[config.mk]
export PLATFORM = sky130hd
export DESIGN_NAME = cansil_top
export DESIGN_NICKNAME = d
export VERILOG_FILES = /design/src/design/cansil_top.v
export VERILOG_INCLUDE_DIRS = /design/src /design/src/common
export SDC_FILE = /design/constraint.sdc
export NUM_CORES = 1
export LEC_CHECK = 0
export BUFFER_PORTS_ARGS = -buffer_cell sky130_fd_sc_hd__buf_2
export CELL_PAD_IN_SITES_DETAIL_PLACEMENT = 0
export CELL_PAD_IN_SITES_GLOBAL_PLACEMENT = 1
export CORE_UTILIZATION = 35
export CTS_CLUSTER_DIAMETER = 120
export DETAILED_ROUTE_END_ITERATION = 7
export PLACE_DENSITY_LB_ADDON = 0.1
export SETUP_SLACK_MARGIN = 0.2
export SLEW_MARGIN = 10
export SYNTH_ARGS = -nofsm -noshare
export SYNTH_HDL_FRONTEND = slang
export SYNTH_SLANG_ARGS = --single-unit
export TNS_END_PERCENT = 30
[constraint.sdc]
create_clock -name i_clk -period 2.3 [get_ports i_clk]
set_clock_uncertainty 0.15 [all_clocks]
set_input_delay 0.46 -clock i_clk [delete_from_list [all_inputs] [get_ports i_clk]]
set_output_delay 0.46 -clock i_clk [all_outputs]
set_load 0.01 [all_outputs]
[src/common/cansil_regs.vh]
// Register offsets, field positions, reset values and timing counts of the CAN status block
`ifndef CANSIL_REGS_VH
`define CANSIL_REGS_VH
// Word indices (byte address = 4 * index)
`define CANSIL_IDX_GSTA 4'h0
`define CANSIL_IDX_GIT 4'h1
`define CANSIL_IDX_GIE 4'h2
`define CANSIL_IDX_INUSE_LO 4'h3
`define CANSIL_IDX_INUSE_HI 4'h4
`define CANSIL_IDX_OIE_LO 4'h5
`define CANSIL_IDX_OIE_HI 4'h6
`define CANSIL_IDX_PEND_LO 4'h7
`define CANSIL_IDX_PEND_HI 4'h8
`define CANSIL_IDX_BT1 4'h9
`define CANSIL_IDX_CTRL 4'hA
// Status bit positions
`define CANSIL_ST_TXACT 4
`define CANSIL_ST_RXACT 3
`define CANSIL_ST_ENFLAG 2
`define CANSIL_ST_BUSOFF 1
`define CANSIL_ST_ERROR_PASSIVE_STATE 0
// Flag bit positions
`define CANSIL_GF_SUM 7
`define CANSIL_GF_BUS_OFF_STATE 6
`define CANSIL_GF_OVR 5
`define CANSIL_GF_FBUF 4
`define CANSIL_GF_STUFF 3
`define CANSIL_GF_CRC 2
`define CANSIL_GF_FORM 1
`define CANSIL_GF_ACK 0
// Enable bit positions
`define CANSIL_GE_MASTER 7
`define CANSIL_GE_BUS_OFF_STATE 6
`define CANSIL_GE_RX 5
`define CANSIL_GE_TX 4
`define CANSIL_GE_OERR 3
`define CANSIL_GE_FBUF 2
`define CANSIL_GE_GERR 1
`define CANSIL_GE_OVR 0
// Control register bit positions
`define CANSIL_CT_ENA 1
`define CANSIL_CT_ABORT 7
// Reset values and widths
`define CANSIL_RST_BYTE 8'h00
`define CANSIL_NOBJ 6
`define CANSIL_OBJ_MASK 8'h3F
`define CANSIL_BT1_MASK 8'h7E
`define CANSIL_TIMER_MAX 16'hFFFF
// Enable takes effect after this many recessive bit times
`define CANSIL_ENA_RECESSIVE_BITS 4'hB
`endif

[src/design/cansil_top.v]
// CAN status, interrupt flag, enable and message object availability logic
//
// Chosen here: the Avalon-MM slave port and the address map.
`timescale 1ns/1ps
`include "cansil_regs.vh"

// How it works
// (RQ1) Transmitter-active status follows the core's sending indication, no interrupt.
// (RQ2) Receiver-active status follows the core's receiving indication, no interrupt.
// (RQ3) Enabled status shows the reached mode, lagging the enable/standby command.
// (RQ4) Bus-off status is read-only; only entering bus-off raises its flag.
// (RQ5) Error-passive status is read-only and never interrupts.
// (RQ6) Summary bit ORs all controller sources except timer overrun.
// (RQ7) Writing one clears a general flag; writing zero leaves it.
// (RQ8) Bus-off flag sets only on entry into bus-off from error passive.
// (RQ9) Timer overrun flag sets on wrap to zero; handler entry clears it.
// (RQ10) Frame-buffer flag sets on completion; clear needs all configs rewritten.
// (RQ11) Stuff error event sets general stuff-error flag.
// (RQ12) CRC mismatch event sets general CRC-error flag.
// (RQ13) Form violation event sets general form-error flag.
// (RQ14) Missing acknowledge event sets general ack-error flag.
// (RQ15) Master enable gates every controller interrupt but timer overrun.
// (RQ16) Individual enables for bus-off, rx, tx, object error, buffer, general error.
// (RQ17) Timer overrun interrupt has its own enable, independent of master.
// (RQ18) In-use bit sets on configuration enable, clears on tx-ok or rx-ok.
// (RQ19) In-use bit also clears on disable, abort request or standby.
// (RQ20) Six writable object interrupt enables; upper bits written zero.
// (RQ21) Six read-only object pending bits; upper bits read zero.
// (RQ22) Six-bit writable prescaler in bit-timing register; reserved bits zero.
// (RQ23) Time quantum is clock period times prescaler plus one.
// (RQ24) Object pending sets on rx, tx or error flag with matching enable.
// (RQ25) Errors recorded at object level set no general error flag.
// (RQ26) Controller request needs master and enabled pending source; overrun separate.
module cansil_top
(
  input wire i_clk,
  input wire i_rst,
  input wire i_ce,
  input wire [3:0] i_avs_address,
  input wire i_avs_read,
  input wire i_avs_write,
  input wire [31:0] i_avs_writedata,
  input wire [3:0] i_avs_byteenable,
  output reg [31:0] o_avs_readdata,
  output wire o_avs_waitrequest,
  input wire i_transmitter_active,
  input wire i_receiver_active,
  input wire i_bus_recessive_bit,
  input wire i_bus_off_state,
  input wire i_error_passive_state,
  input wire i_timer_wrap,
  input wire i_overrun_handler_entry,
  input wire i_frame_buffer_done,
  input wire i_fbuf_config_rewritten,
  input wire i_err_stuff,
  input wire i_err_crc,
  input wire i_err_form,
  input wire i_err_ack,
  input wire i_err_at_object,
  input wire [5:0] i_obj_config_enable,
  input wire [5:0] i_obj_config_disable,
  input wire [5:0] i_obj_rx_ok,
  input wire [5:0] i_obj_tx_ok,
  input wire [5:0] i_obj_error,
  output reg o_controller_enabled_state,
  output reg o_tq_tick,
  output wire o_controller_irq,
  output wire o_timer_overrun_irq
);

  ////////////////////////////////////////////////////////////////////////////
  // Enable-state machine states
  localparam [2:0] ST_STANDBY = 3'b001;
  localparam [2:0] ST_WAIT = 3'b010;
  localparam [2:0] ST_ENABLED = 3'b100;

  // Byte masked write helper
  function [7:0] cansil_wr_byte;
    input [7:0] old_val;
    input [7:0] new_val;
    input [7:0] mask;
    begin
      cansil_wr_byte = (old_val & ~mask) | (new_val & mask);
    end
  endfunction

  // General flag clear: a one written into the flag register
  function cansil_git_clr;
    input wr;
    input [3:0] adr;
    input bit_one;
    begin
      cansil_git_clr = wr & (adr == `CANSIL_IDX_GIT) & bit_one;
    end
  endfunction

  // Zero extension of a register byte onto the bus word
  function [31:0] cansil_byte_word;
    input [7:0] val;
    begin
      cansil_byte_word = {24'h000000, val};
    end
  endfunction

  reg [2:0] state;
  reg [3:0] recessive_cnt;
  reg [7:0] gen_flags;
  reg [7:0] gen_enables;
  reg [7:0] ctrl;
  reg [5:0] in_use;
  reg [5:0] obj_ie;
  reg [5:0] obj_pend;
  reg [7:0] bt1;
  reg [5:0] tq_cnt;
  reg bus_off_prev;
  reg err_passive_prev;
  reg ack_done;

  wire wr_ok;
  wire [7:0] wdat;
  wire [7:0] next_flags;
  wire [7:0] next_stat;
  wire bus_off_state_entry;
  wire sum_src;
  wire standby;
  wire abort;

  ////////////////////////////////////////////////////////////////////////////
  // Avalon slave: one wait cycle, then accepted
  assign o_avs_waitrequest = (i_avs_read | i_avs_write) & ~ack_done;
  assign wr_ok = i_ce & i_avs_write & ack_done & i_avs_byteenable[0];
  assign wdat = i_avs_writedata[7:0];
  assign standby = ~ctrl[`CANSIL_CT_ENA];
  assign abort = ctrl[`CANSIL_CT_ABORT];

  // Acknowledge strobe toggles off after each accepted access
  always @(posedge i_clk)
  begin
    if (i_rst)
      ack_done <= 1'b0;
    else if (i_ce)
      ack_done <= (i_avs_read | i_avs_write) & ~ack_done;
  end

  ////////////////////////////////////////////////////////////////////////////
  // Status byte and summary
  assign next_stat = {3'b000,
    i_transmitter_active,  // RQ1
    i_receiver_active,     // RQ2
    o_controller_enabled_state, // RQ3
    i_bus_off_state,       // RQ4
    i_error_passive_state};  // RQ5
  // Transition into bus-off coming from error passive
  assign bus_off_state_entry = i_bus_off_state & ~bus_off_prev & err_passive_prev; // RQ8
  // Summary of all sources except timer overrun
  assign sum_src = (|gen_flags[`CANSIL_GF_BUS_OFF_STATE:`CANSIL_GF_BUS_OFF_STATE])
    | (|gen_flags[`CANSIL_GF_FBUF:`CANSIL_GF_ACK]) | (|obj_pend); // RQ6
  assign next_flags = {sum_src, gen_flags[6:0]};

  ////////////////////////////////////////////////////////////////////////////
  // Interrupt requests
  assign o_controller_irq = gen_enables[`CANSIL_GE_MASTER] & // RQ15
    ((gen_flags[`CANSIL_GF_BUS_OFF_STATE] & gen_enables[`CANSIL_GE_BUS_OFF_STATE]) | // RQ16
     (gen_flags[`CANSIL_GF_FBUF] & gen_enables[`CANSIL_GE_FBUF]) |
     ((|gen_flags[`CANSIL_GF_STUFF:`CANSIL_GF_ACK]) & gen_enables[`CANSIL_GE_GERR]) |
     (|(obj_pend & obj_ie))); // RQ26
  assign o_timer_overrun_irq = gen_flags[`CANSIL_GF_OVR]
    & gen_enables[`CANSIL_GE_OVR]; // RQ17

  ////////////////////////////////////////////////////////////////////////////
  // Enable/standby state machine: enable after 11 recessive bits
  always @(posedge i_clk)
  begin
    if (i_rst)
    begin
      state <= ST_STANDBY;
      recessive_cnt <= 4'h0;
      o_controller_enabled_state <= 1'b0;
    end
    else if (i_ce)
    begin
      case (state)
        ST_STANDBY:
        begin
          recessive_cnt <= 4'h0;
          if (~standby)
            state <= ST_WAIT;
        end
        ST_WAIT:
        begin
          if (standby)
            state <= ST_STANDBY;
          else if (o_tq_tick)
          begin
            if (!i_bus_recessive_bit)
              recessive_cnt <= 4'h0;
            else if (recessive_cnt == `CANSIL_ENA_RECESSIVE_BITS - 4'h1)
            begin
              state <= ST_ENABLED;
              o_controller_enabled_state <= 1'b1; // RQ3
            end
            else
              recessive_cnt <= recessive_cnt + 4'h1;
          end
        end
        ST_ENABLED:
        begin
          // Standby only once the ongoing transmission finished
          if (standby && !i_transmitter_active)
          begin
            state <= ST_STANDBY;
            o_controller_enabled_state <= 1'b0; // RQ3
          end
        end
        default:
        begin
          state <= ST_STANDBY;
          o_controller_enabled_state <= 1'b0;
        end
      endcase
    end
  end

  ////////////////////////////////////////////////////////////////////////////
  // Time quantum prescaler: tick every prescaler+1 clocks
  always @(posedge i_clk)
  begin
    if (i_rst)
    begin
      tq_cnt <= 6'h00;
      o_tq_tick <= 1'b0;
    end
    else if (i_ce)
    begin
      if (tq_cnt >= bt1[6:1])
      begin
        tq_cnt <= 6'h00; // RQ23
        o_tq_tick <= 1'b1;
      end
      else
      begin
        tq_cnt <= tq_cnt + 6'h01;
        o_tq_tick <= 1'b0;
      end
    end
  end

  ////////////////////////////////////////////////////////////////////////////
  // General flags: set wins over software clear
  always @(posedge i_clk)
  begin
    if (i_rst)
    begin
      gen_flags <= `CANSIL_RST_BYTE;
      bus_off_prev <= 1'b0;
      err_passive_prev <= 1'b0;
    end
    else if (i_ce)
    begin
      bus_off_prev <= i_bus_off_state;
      err_passive_prev <= i_error_passive_state;
      gen_flags[`CANSIL_GF_SUM] <= 1'b0;
      if (bus_off_state_entry)
        gen_flags[`CANSIL_GF_BUS_OFF_STATE] <= 1'b1; // RQ8
      else if (cansil_git_clr(wr_ok, i_avs_address, wdat[`CANSIL_GF_BUS_OFF_STATE]))
        gen_flags[`CANSIL_GF_BUS_OFF_STATE] <= 1'b0; // RQ7
      if (i_timer_wrap)
        gen_flags[`CANSIL_GF_OVR] <= 1'b1; // RQ9
      else if (i_overrun_handler_entry)
        gen_flags[`CANSIL_GF_OVR] <= 1'b0; // RQ9
      else if (cansil_git_clr(wr_ok, i_avs_address, wdat[`CANSIL_GF_OVR]))
        gen_flags[`CANSIL_GF_OVR] <= 1'b0; // RQ7
      if (i_frame_buffer_done)
        gen_flags[`CANSIL_GF_FBUF] <= 1'b1; // RQ10
      else if (cansil_git_clr(wr_ok, i_avs_address, wdat[`CANSIL_GF_FBUF])
               && i_fbuf_config_rewritten)
        gen_flags[`CANSIL_GF_FBUF] <= 1'b0; // RQ10
      // General error flags, suppressed when logged at object level
      if (i_err_stuff && !i_err_at_object)
        gen_flags[`CANSIL_GF_STUFF] <= 1'b1; // RQ11 RQ25
      else if (cansil_git_clr(wr_ok, i_avs_address, wdat[`CANSIL_GF_STUFF]))
        gen_flags[`CANSIL_GF_STUFF] <= 1'b0; // RQ7
      if (i_err_crc && !i_err_at_object)
        gen_flags[`CANSIL_GF_CRC] <= 1'b1; // RQ12 RQ25
      else if (cansil_git_clr(wr_ok, i_avs_address, wdat[`CANSIL_GF_CRC]))
        gen_flags[`CANSIL_GF_CRC] <= 1'b0; // RQ7
      if (i_err_form && !i_err_at_object)
        gen_flags[`CANSIL_GF_FORM] <= 1'b1; // RQ13 RQ25
      else if (cansil_git_clr(wr_ok, i_avs_address, wdat[`CANSIL_GF_FORM]))
        gen_flags[`CANSIL_GF_FORM] <= 1'b0; // RQ7
      if (i_err_ack && !i_err_at_object)
        gen_flags[`CANSIL_GF_ACK] <= 1'b1; // RQ14 RQ25
      else if (cansil_git_clr(wr_ok, i_avs_address, wdat[`CANSIL_GF_ACK]))
        gen_flags[`CANSIL_GF_ACK] <= 1'b0; // RQ7
    end
  end

  ////////////////////////////////////////////////////////////////////////////
  // Writable registers
  always @(posedge i_clk)
  begin
    if (i_rst)
    begin
      gen_enables <= `CANSIL_RST_BYTE;
      obj_ie <= 6'h00;
      bt1 <= `CANSIL_RST_BYTE;
      ctrl <= `CANSIL_RST_BYTE;
    end
    else if (wr_ok)
    begin
      if (i_avs_address == `CANSIL_IDX_GIE)
        gen_enables <= wdat; // RQ15 RQ16 RQ17
      else if (i_avs_address == `CANSIL_IDX_OIE_LO)
        obj_ie <= wdat[5:0]; // RQ20
      else if (i_avs_address == `CANSIL_IDX_BT1)
        bt1 <= cansil_wr_byte(bt1, wdat, `CANSIL_BT1_MASK); // RQ22
      else if (i_avs_address == `CANSIL_IDX_CTRL)
        ctrl <= wdat;
    end
  end

  ////////////////////////////////////////////////////////////////////////////
  // Object in-use and pending bits
  always @(posedge i_clk)
  begin
    if (i_rst)
    begin
      in_use <= 6'h00;
      obj_pend <= 6'h00;
    end
    else if (i_ce)
    begin
      if (abort || state == ST_STANDBY)
        in_use <= 6'h00; // RQ19
      else
        in_use <= (in_use | i_obj_config_enable) // RQ18
          & ~(i_obj_tx_ok | i_obj_rx_ok) & ~i_obj_config_disable; // RQ18 RQ19
      // Pending follows object flags gated by global enables
      obj_pend <= (i_obj_rx_ok & {6{gen_enables[`CANSIL_GE_RX]}})
        | (i_obj_tx_ok & {6{gen_enables[`CANSIL_GE_TX]}})
        | (i_obj_error & {6{gen_enables[`CANSIL_GE_OERR]}}); // RQ24 RQ21
    end
  end

  ////////////////////////////////////////////////////////////////////////////
  // Read data mux, registered with the acknowledge
  always @(posedge i_clk)
  begin
    if (i_rst)
      o_avs_readdata <= 32'h00000000;
    else if (i_ce && i_avs_read && !ack_done)
    begin
      if (i_avs_address == `CANSIL_IDX_GSTA)
        o_avs_readdata <= cansil_byte_word(next_stat);
      else if (i_avs_address == `CANSIL_IDX_GIT)
        o_avs_readdata <= cansil_byte_word(next_flags);
      else if (i_avs_address == `CANSIL_IDX_GIE)
        o_avs_readdata <= cansil_byte_word(gen_enables);
      else if (i_avs_address == `CANSIL_IDX_INUSE_LO)
        o_avs_readdata <= cansil_byte_word({2'b00, in_use});
      else if (i_avs_address == `CANSIL_IDX_OIE_LO)
        o_avs_readdata <= cansil_byte_word({2'b00, obj_ie});
      else if (i_avs_address == `CANSIL_IDX_PEND_LO)
        o_avs_readdata <= cansil_byte_word({2'b00, obj_pend}); // RQ21
      // High halves of the object registers hold no bits
      else if (i_avs_address == `CANSIL_IDX_INUSE_HI)
        o_avs_readdata <= cansil_byte_word(8'h00);
      else if (i_avs_address == `CANSIL_IDX_OIE_HI)
        o_avs_readdata <= cansil_byte_word(8'h00); // RQ20
      else if (i_avs_address == `CANSIL_IDX_PEND_HI)
        o_avs_readdata <= cansil_byte_word(8'h00); // RQ21
      else if (i_avs_address == `CANSIL_IDX_BT1)
        o_avs_readdata <= cansil_byte_word(bt1 & `CANSIL_BT1_MASK);
      else if (i_avs_address == `CANSIL_IDX_CTRL)
        o_avs_readdata <= cansil_byte_word(ctrl);
      else
        o_avs_readdata <= 32'h00000000;
    end
  end

endmodule // cansil_top

Word level (Yosys, flattened, before mapping)

Index checks and enable logic that the tools add are counted.
W data, S select, Z words.

Register bits after elaboration: 99
Input bits: 89
Output and inout bits: 37
Logic and storage cells: 180

Add/subtract/negate cells: 2
$lt $le $gt $ge: 1
Equal/unequal tests: 24
Muxes and demuxes: 47
Bitwise logic cells: 45
Reduce and logical (&&, ||, !) cells: 39

Operator list:

| operator             | count |
|---|---|
| $mux W8              | 11 |
| $and A6 B6 Y6        | 6 |
| $or A6 B6 Y6         | 4 |
| $mux W1              | 21 |
| $and A1 B1 Y1        | 19 |
| $mux W3              | 6 |
| $eq A4 B3 Y1 const B | 4 |
| $eq A4 B4 Y1 const B | 4 |
| $mux W4              | 4 |
| $reduce_and A2 Y1    | 8 |
| $reduce_bool A2 Y1   | 7 |
| $mux W6              | 2 |
| $ne A2 B2 Y1 const B | 6 |
| $ne A3 B3 Y1 const B | 4 |
| $not A6 Y6           | 2 |
| $reduce_or A6 Y1     | 2 |
| $reduce_and A5 Y1    | 2 |
| $pmux W3 S3          | 1 |
| $eq A4 B2 Y1 const B | 2 |
| $logic_and A1 B1 Y1  | 8 |
| $or A8 B7 Y8         | 1 |
| $pmux W4 S2          | 1 |
| $not A1 Y1           | 7 |
| $reduce_and A7 Y1    | 1 |
| 18 further kinds     | 25 |

Depth between registers and ports, before layout

Gate-level depths: netlist of the first run.

Depth in word-level cells: 12
Depth in mapped cells: 7
Gate-level depth less buffers: 7

Least setup slack after synthesis of the first run

No wires, ideal clock.

Path kind: flip-flop to flip-flop
Start: reg bt1[3]
End: reg tq_cnt[2]
Arrival: 1,624 ps
Setup slack: 452 ps
Stages on the path, launching flop included: 8
Clock period less this slack: 1,848 ps
Cell sequence: dfxtp_1 > inv_1 > ha_1 > a21oi_1 > o21ai_1 > a221oi_2 > nand4b_1 > a31oi_1

Cells in the longest elaborated chain, start to end: 2

Ends and longest elaborated chain:

| element                | RTL line         | source |
|---|---|---|
| start, declared        | cansil_top.v:113 | `reg [7:0] bt1;` |
| start signal, assigned | cansil_top.v:306 | `` bt1 <= `CANSIL_RST_BYTE; `` |
| start signal, assigned | cansil_top.v:316 | `` bt1 <= cansil_wr_byte(bt1, wdat, `CANSIL_BT1_MASK); `` |
| $ge A6 B6 Y1           | cansil_top.v:235 | `if (tq_cnt >= bt1[6:1])` |
| $mux W6                | cansil_top.v:235 |  |
| end signal, assigned   | cansil_top.v:242 | `tq_cnt <= tq_cnt + 6'h01;` |
| end, declared          | cansil_top.v:114 | `reg [5:0] tq_cnt;` |

No other way between the ends.
A chain may end at the register's enable or synchronous reset.

Worst setup path after layout of the first run

Start: reg gen_flags[1]
End: out o_controller_irq

Cells in the longest elaborated chain, start to end: 5

Ends and longest elaborated chain:

| element                    | RTL line         | source |
|---|---|---|
| start, declared            | cansil_top.v:107 | `reg [7:0] gen_flags;` |
| start signal, assigned     | cansil_top.v:254 | `` gen_flags <= `CANSIL_RST_BYTE; `` |
| $reduce_or A4 Y1           | cansil_top.v:165 | `` ((\|gen_flags[`CANSIL_GF_STUFF:`CANSIL_GF_ACK]) & gen_enables[`CANSIL_GE_GERR]) \| `` |
| $and A1 B1 Y1              | cansil_top.v:165 |  |
| $or A1 B1 Y1 (2 in series) | cansil_top.v:163 | `` ((gen_flags[`CANSIL_GF_BUS_OFF_STATE] & gen_enables[`CANSIL_GE_BUS_OFF_STATE]) \| `` |
| $and A1 B1 Y1              | cansil_top.v:162 | `` assign o_controller_irq = gen_enables[`CANSIL_GE_MASTER] & `` |
| end, declared              | cansil_top.v:67  | `output wire o_controller_irq,` |

No other way between the ends.

==> results of run 1 <==
==> layout by cell type (no fill, tap or decap), types with 3 or more instances in the layout <==
cell type | synthesis | final
a211oi_1 | 16 | 16
a21oi_1 | 30 | 29
a222oi_1 | 6 | 6
a22oi_1 | 15 | 15
a31oi_1 | 4 | 4
and3_1 | 3 | 3
and4_1 | 3 | 3
buf_2 | 8 | 74
buf_4 | 24 | 18
bufinv_16 | 0 | 3
clkbuf_16 | 0 | 9
conb_1 | 1 | 24
dfxtp_1 | 73 | 71
ha_1 | 9 | 9
inv_1 | 13 | 13
mux2i_1 | 34 | 34
mux4_2 | 3 | 3
nand2_1 | 21 | 21
nand2b_1 | 11 | 11
nand3_1 | 14 | 14
nand3b_1 | 3 | 3
nand4b_1 | 3 | 3
nor2_1 | 64 | 64
nor2b_1 | 14 | 14
nor3_1 | 7 | 7
o211ai_1 | 3 | 3
o21ai_0 | 3 | 3
o21ai_1 | 8 | 8
o22ai_1 | 5 | 5
o41ai_1 | 3 | 3
or4_1 | 12 | 11
==> power by group through the flow <==
stage | sequential, mW | clock (mW) | combinational [mW]
2_1_floorplan | 1.34 | 0 | 0.202
3_3_place_gp | 1.35 | 0 | 0.304
3_5_place_dp | 1.35 | 0 | 0.307
4_1_cts | 1.32 | 1.66 | 0.314
5_1_grt | 1.32 | 1.71 | 0.344
6_report | 1.32 | 1.63 | 0.313
==> critical path: cells and delay by family, from the launching register on <==
kind                   cells  cell delay, ns
buffers and inverters      1            0.13
AOI/OAI and AO/OA          1            0.15
DFF                        1            0.32
and+or+nand+nor            2            0.60
==> flip-flops by register name (all words and copies together) (netlist names), 3 cells and up <==
signal	cells
obj_ie	6
bt1	6
ctrl	8
state	3
gen_enables	8
gen_flags	7
recessive_cnt	4
o_avs_readdata	8
tq_cnt	6
in_use	6
obj_pend	6
==> per-layer routing <==
metal  share of wire  GRT usage  routed length, um
met3           0.035     0.0404                410
met5               0          0                  0
met1            0.46      0.271               5370
met2            0.49      0.352               5790
met4           0.015     0.0685                178
==> cell families (layout without fill, tap and decap cells) <==
| kind of cell | Yosys count | after routing |
|---|---|---|
| adder cells (fa/ha/maj) | 9 | 9 |
| other | 1 | 24 |
| flip-flops | 73 | 73 |
| AO/OA/AOI/OAI | 106 | 106 |
| buffers and inverters | 66 | 124 |
| AND/OR/NAND/NOR | 168 | 168 |
| multiplexers | 39 | 39 |
| XOR/XNOR | 1 | 1 |
==> synth_stat cells (all sizes together) (4+ instances only) <==
master,n
nor2b,14
nand2b,11
ha,9
a22oi,15
o21ai,11
o22ai,5
clkbuf,19
a31oi,4
a21oi,30
or4,12
nor3,8
dfxtp,73
nand3,15
buf,32
mux2i,34
nor2,67
inv,15
a222oi,6
a211oi,16
nand2,21
==> cell type report <==
class                      count  area (sq um)  share of cell area
timing repair buffer          93           526               0.109
clock inverter                 5           103              0.0213
clock buffer                  11           243              0.0504
multi-input combinational    347          2250               0.467
inverter                      15          56.3              0.0117
tap                          140           175              0.0364
sequential                    73          1460               0.304
==> worst paths after layout <==
check / endpoint / depth (start not counted) / startpoint
hold / removal: gen_flags[4] / 3 / i_frame_buffer_done
setup / recovery: o_controller_irq / 4 / gen_flags[1]
setup reg to reg: recessive_cnt[3] / 7 / recessive_cnt[0]
hold reg to reg: o_avs_readdata[7] / 2 / o_avs_readdata[7]
==> per-stage QoR <==
step	instance area [sq um]	hold slack [ns]
after floorplan	4050	0.301
after CTS	4820	0.190
after global placement	4450	0.311
final	4820	0.203
after detailed placement	4450	0.312
after global routing	4820	0.230
==> timing repair <==
item / in CTS / in global routing
setup endpoints to repair: 1 / 3
setup buffers: 2 / 0
resized for setup: 4 / 0
pin swaps: 2 / 0
==> results.cfg, run 1 <==
[worst_setup_path]
reg2reg_slack_ns = 0.29
required_ns = 1.69
cp.arrival_ns = 1.53
worstSetupPathType = register to output port
cp_max_fo = 2
start_kind = register
cp-end-kind = output port
slowest_delay_ns = 0.54
cp_slowest_cell = or4_4
path_cells = or4_4 -> a21oi_2 -> nor2b_1 -> buf_2

[synth]
synth_cell_types = 53
ys_warn_count = 0
synth-seq-area-share = 0.368
ys_async_sr_fraction = 0
ys.flop_type = dfxtp_1
netlist_instances = 463
synth_edf_count = 0
yosys.area_share.simple = 0.221
synth_compound_area_frac = 0.183
synth-seq-cells = 73
syn_area_per_cell_sq_um = 8.57
synthMuxAreaShare = 0.108
yosysTopAreaCell = dfxtp_1
synth_xor_area_frac = 0.00221
syn_area_sq_um = 3970
synth_top_family_by_area = simple AND/OR/NAND/NOR gates
netlist.area_leader.share = 0.368
synthTopCellsByArea = dfxtp_1, mux2i_1, nor2_1, buf_4, a21oi_1
synth_fa_ha_area_frac = 0.0284

[timing]
setup_slack_ns = 0.156
worst_pin_slew_ns = 0.561
fmax_mhz = 466
final-setup-viol-count = 0
rsz0062_at_grt = yes
slew_headroom = 0.621
final_max_slew_viol_count = 0
hold_violations = 0
finalCritPeriodShare = 0.932
tns_ns = 0
finalCriticalPeriod_ns = 2.14

[flow_run]
maxCapViolations = 0

[clock_tree]
cts_tree = built
clk_pin_slew_ns = 0.06
clock_latency_ns = 0.34
ctsHtreeMaxLevel = 3
max-clock-path-buffers = 2
cts_buffers = 9
root_buffer = clkbuf_16
postCtsHoldBufs = 0
clkSinkCount = 73

[pwr]
power.leakage_nw = 1.86
sequentialPowerShare = 0.404
clkPwrFrac = 0.500
swShare = 0.232
switching_power_uw = 756
combPwrFrac = 0.096
power_mw = 3.26
intPower_mw = 2.51
power.density_nw_per_um2 = 677
ir_drop_uv = 487

[floorplan]
die_area_sq_um = 11800
rows = 38
core_area_sq_um = 10900
start_util = 0.363
pin_count = 126
die_x_um = 108
fp.dieH_um = 108

[finish]
post-route-util = 0.441
stdcell_count = 684
syn_to_final_growth_pct = 21.4
fin_nets = 637
num_antenna_cells = 0
fillers = 1131
drive_gt1_frac = 0.230

[routing]
drt-total-wl_mm = 11.8
vias_per_cell = 5.32
dr.pass1.iters = 5
wire_per_inst_um = 17.2
via_count = 3638
ant_nets = 0
drc = 0
drt_iter0_markers = 266

[global_routing]
grt_pass1_vias = 3429
grt_max_degree = 47
grt_pass1_wl_mm = 18.3
grt_overflow = 0
antenna_found_initial = 0
grt_usage = 0.210

[worst_hold_path]
hold_path.class = input port to register

[place]
hpwl_mm = 8.70
globalplace.congestion = 0.872
pre_cts_slack_ns = 0.222
io_buffers = 74
dp.cells = 666

[run_status]
status = finished clean
(Power assumes the default switching activity.)
==> run 2, diff against run 1 <==
--- a/config.mk
+++ b/config.mk
@@ -12,8 +12,10 @@
 export CORE_UTILIZATION = 35
 export CTS_CLUSTER_DIAMETER = 120
 export DETAILED_ROUTE_END_ITERATION = 7
+export GPL_TIMING_DRIVEN = 0
 export PLACE_DENSITY_LB_ADDON = 0.1
 export SETUP_SLACK_MARGIN = 0.2
+export SKIP_CTS_REPAIR_TIMING = 1
 export SLEW_MARGIN = 10
 export SYNTH_ARGS = -nofsm -noshare
 export SYNTH_HDL_FRONTEND = slang
==> results.cfg, run 2 (synthesized netlist as in run 1, its figures left out) <==
[run_status]
status = finished clean

[floorplan]
core_area_sq_um = 10900
start_util = 0.363
pin_count = 126
fp.dieH_um = 108
rows = 38
die_area_sq_um = 11800
die_x_um = 108

[timing]
finalCritPeriodShare = 0.924
rsz0062_at_grt = yes
final_max_slew_viol_count = 0
holdWs_ns = 0.212
tns_ns = 0
fmax_mhz = 470
hold_violations = 0
worst_pin_slew_ns = 0.761
setup_slack_ns = 0.174
final-setup-viol-count = 0
slew_headroom = 0.493
finalCriticalPeriod_ns = 2.13

[pwr]
power_mw = 3.05
power.leakage_nw = 1.93
ir_drop_uv = 368
power.density_nw_per_um2 = 618

[finish]
final_cell_mix = buf_2, dfxtp_1, nor2_1
stdcell_count = 715
final_common_cell = buf_2
fin_nets = 668
syn_to_final_growth_pct = 24.2
num_antenna_cells = 0
drive_gt1_frac = 0.238
top_regs = ctrl: 8 flops, gen_enables: 8 flops, o_avs_readdata: 8 flops
fillers = 1133
post-route-util = 0.450
final_area_sq_um = 4930

[worst_setup_path]
cp_slowest_cell = or4_4
path_cells = or4_4 -> a21oi_2 -> nor2b_1 -> buf_2
worstSetupPathType = register to output port
slowest_delay_ns = 0.54
cp_max_fo = 3
cp-end-kind = output port
cp.arrival_ns = 1.52
required_ns = 1.69
start_kind = register

[routing]
dr.pass1.iters = 5
wire_per_inst_um = 17.8
ant_nets = 0
vias_per_cell = 5.35
via_count = 3827
drc = 0
drt_iter0_markers = 225
drt-total-wl_mm = 12.7

[global_routing]
grt_pass1_vias = 3622
grt_pass1_wl_mm = 19.7
grt_usage = 0.228
antenna_found_initial = 0
grt_overflow = 0
grt_max_degree = 12

[clock_tree]
root_buffer = clkbuf_16
max-clock-path-buffers = 2
clock_latency_ns = 0.33
clk_pin_slew_ns = 0.05
cts_buffers = 9
cts_tree = built
ctsHtreeMaxLevel = 3
clkSinkCount = 73

[place]
dp.cells = 697
hpwl_mm = 9.72
pre_cts_slack_ns = -0.0451
globalplace.congestion = 0.902
placed_area_sq_um = 4580
io_buffers = 71

[flow_run]
maxCapViolations = 0

[worst_hold_path]
hold_path.class = input port to register
-- run 2: cell count changes in the layout (fill, tap and decap cells not counted), sizes merged --
cell,previous run,this run
clkinv,1,2
clkinvlp,1,0
clkbuf,11,31
buf,93,106
bufinv,3,1
-- run 2: metal layers --
metal / GRT usage / part of all wire / wire length, um / up-vias
met5: 0 / 0 / 0 / -
met3: 0.0428 / 0.052 / 658 / 25
met2: 0.379 / 0.48 / 6090 / 126
met4: 0.0946 / 0.029 / 367 / 0
met1: 0.288 / 0.44 / 5580 / 1818
li1: - / - / - / 1858
-- run 2: final cells by class --
type,instances,area [sq um],share of cell area
multi-input cells,347,2260,0.459
flip-flops and latches,73,1470,0.297
repair buffers,73,383,0.0777
well taps,140,175,0.0356
clock inverters,3,40.0,0.00813
plain buffers,51,293,0.0594
clock buffers,13,250,0.0508
inverters,15,56.3,0.0114
-- run 2: report_power, final --
group / internal, mW / total (mW) / switching, mW
clock: 0.867 / 1.38 / 0.510
sequential: 1.29 / 1.32 / 0.0279
combinational: 0.146 / 0.348 / 0.202
-- run 2: final timing paths --
| check | start | end | slack (ns) | depth (start not counted) |
|---|---|---|---|---|
| setup / recovery | gen_flags[1] | o_controller_irq | 0.17 | 4 |
| hold / removal | i_frame_buffer_done | gen_flags[4] | 0.21 | 3 |
| setup reg to reg | recessive_cnt[0] | recessive_cnt[3] | 0.32 | 7 |
| hold reg to reg | o_avs_readdata[7] | o_avs_readdata[7] | 0.31 | 2 |
-- run 2: critical path, delay by kind of cell, from the launching register on --
kind,cells,cell delay (ns)
flip-flops,1,0.33
buffers and inverters,1,0.13
AO/OA/AOI/OAI,1,0.14
AND/OR/NAND/NOR,2,0.59
==> run 3, diff against run 2 <==
==> constraint.sdc (replaced) <==
create_clock -name i_clk -period 2 [get_ports i_clk]
set_clock_uncertainty 0.15 [all_clocks]
set_input_delay 0.4 -clock i_clk [delete_from_list [all_inputs] [get_ports i_clk]]
set_output_delay 0.4 -clock i_clk [all_outputs]
set_load 0.01 [all_outputs]
==> results.cfg, run 3 (synthesized netlist as in run 1, its figures left out) <==
[clock_tree]
root_buffer = clkbuf_16
cts_buffers = 9
clock_latency_ns = 0.34
clk_pin_slew_ns = 0.05
ctsHtreeMaxLevel = 3
clkSinkCount = 73
max-clock-path-buffers = 2
cts_tree = built

[pwr]
clkPwrFrac = 0.450
swShare = 0.254
power.leakage_nw = 2.03
combPwrFrac = 0.120
power.density_nw_per_um2 = 677
ir_drop_uv = 568
switching_power_uw = 898
intPower_mw = 2.64
sequentialPowerShare = 0.429

[finish]
final_area_sq_um = 5220
syn_to_final_growth_pct = 31.6
fin_nets = 678
final_common_cell = buf_2
fillers = 1127
final_cell_mix = buf_2, nor2_1, dfxtp_1
num_antenna_cells = 0
top_regs = ctrl: 8 flops, gen_enables: 8 flops, o_avs_readdata: 8 flops
drive_gt1_frac = 0.338

[worst_setup_path]
cp_max_fo = 3
required_ns = 1.45
cp-end-kind = output port
cp.arrival_ns = 1.54
worstSetupPathType = register to output port
start_kind = register

[timing]
tns_ns = -0.0887
final_max_slew_viol_count = 0
holdWs_ns = 0.147
finalCriticalPeriod_ns = 2.09
setup_slack_ns = -0.0887
final-setup-viol-count = 1
slew_headroom = 0.466
fmax_mhz = 479
hold_violations = 0
finalCritPeriodShare = 1.04
worst_pin_slew_ns = 0.801
rsz0062_at_grt = yes

[global_routing]
grt_max_degree = 12
antenna_found_initial = 0
grt_overflow = 0
grt_pass1_wl_mm = 20.1
grt_usage = 0.236
grt_pass1_vias = 3557

[floorplan]
start_util = 0.363
fp.dieH_um = 108
pin_count = 126
die_x_um = 108
core_area_sq_um = 10900
die_area_sq_um = 11800
rows = 38

[routing]
drc = 0
via_count = 3913
dr.pass1.iters = 5
drt_iter0_markers = 256
wire_per_inst_um = 18.9
drt-total-wl_mm = 13.7
vias_per_cell = 5.40
ant_nets = 0

[place]
io_buffers = 71
placed_area_sq_um = 4600
pre_cts_slack_ns = -0.356
globalplace.congestion = 0.902
hpwl_mm = 9.79

[run_status]
violations = negative setup slack
status = finished with violations

[worst_hold_path]
hold_path.class = input port to register

[flow_run]
maxCapViolations = 0
-- run 3: critical path, stage by stage (launching register included) --
cell and delay (ns):
dfxtp_2 0.33, or4_4 0.54, a21oi_2 0.14, nor2b_1 0.06, buf_2 0.13
-- run 3: worst paths after layout --
check,from,to,slack [ns],depth (start not counted)
setup reg to reg,recessive_cnt[0],recessive_cnt[2],0.12,7
setup / recovery,gen_flags[1],o_controller_irq,-0.09,4
hold / removal,i_frame_buffer_done,gen_flags[4],0.15,3
hold reg to reg,o_avs_readdata[7],o_avs_readdata[7],0.32,2
-- run 3: cell type report --
type,instances,area (sq um),area share
timing repair buffer,83,460,0.0882
tap,140,175,0.0335
inverter,15,58.8,0.0113
multi-input combinational,347,2440,0.467
clock inverter,2,10.0,0.00192
sequential,73,1490,0.284
clock buffer,14,284,0.0544
buffer,51,309,0.0592
-- run 3: power groups by stage --
stage	clock, mW	sequential (mW)	combinational [mW]
2_1_floorplan	0	1.54	0.232
3_3_place_gp	0	1.55	0.388
3_5_place_dp	0	1.55	0.393
4_1_cts	1.62	1.52	0.394
5_1_grt	1.68	1.52	0.463
6_report	1.59	1.52	0.426
-- run 3: stage by stage --
| stage | cells | power [mW] | utilization |
|---|---|---|---|
| finish | 725 | 3.53 | 0.477 |
| global route | 725 | 3.66 | 0.477 |
| CTS | 713 | 3.53 | 0.447 |
| detailed placement | 697 | 1.94 | 0.420 |
| global placement | 697 | 1.94 | 0.420 |
| floorplan | 486 | 1.77 | - |
-- run 3: per-layer routing --
metal  part of all wire  global-route usage
met5                  0                   0
met4              0.019              0.0888
met3              0.049              0.0506
met2               0.50               0.387
met1               0.44               0.301
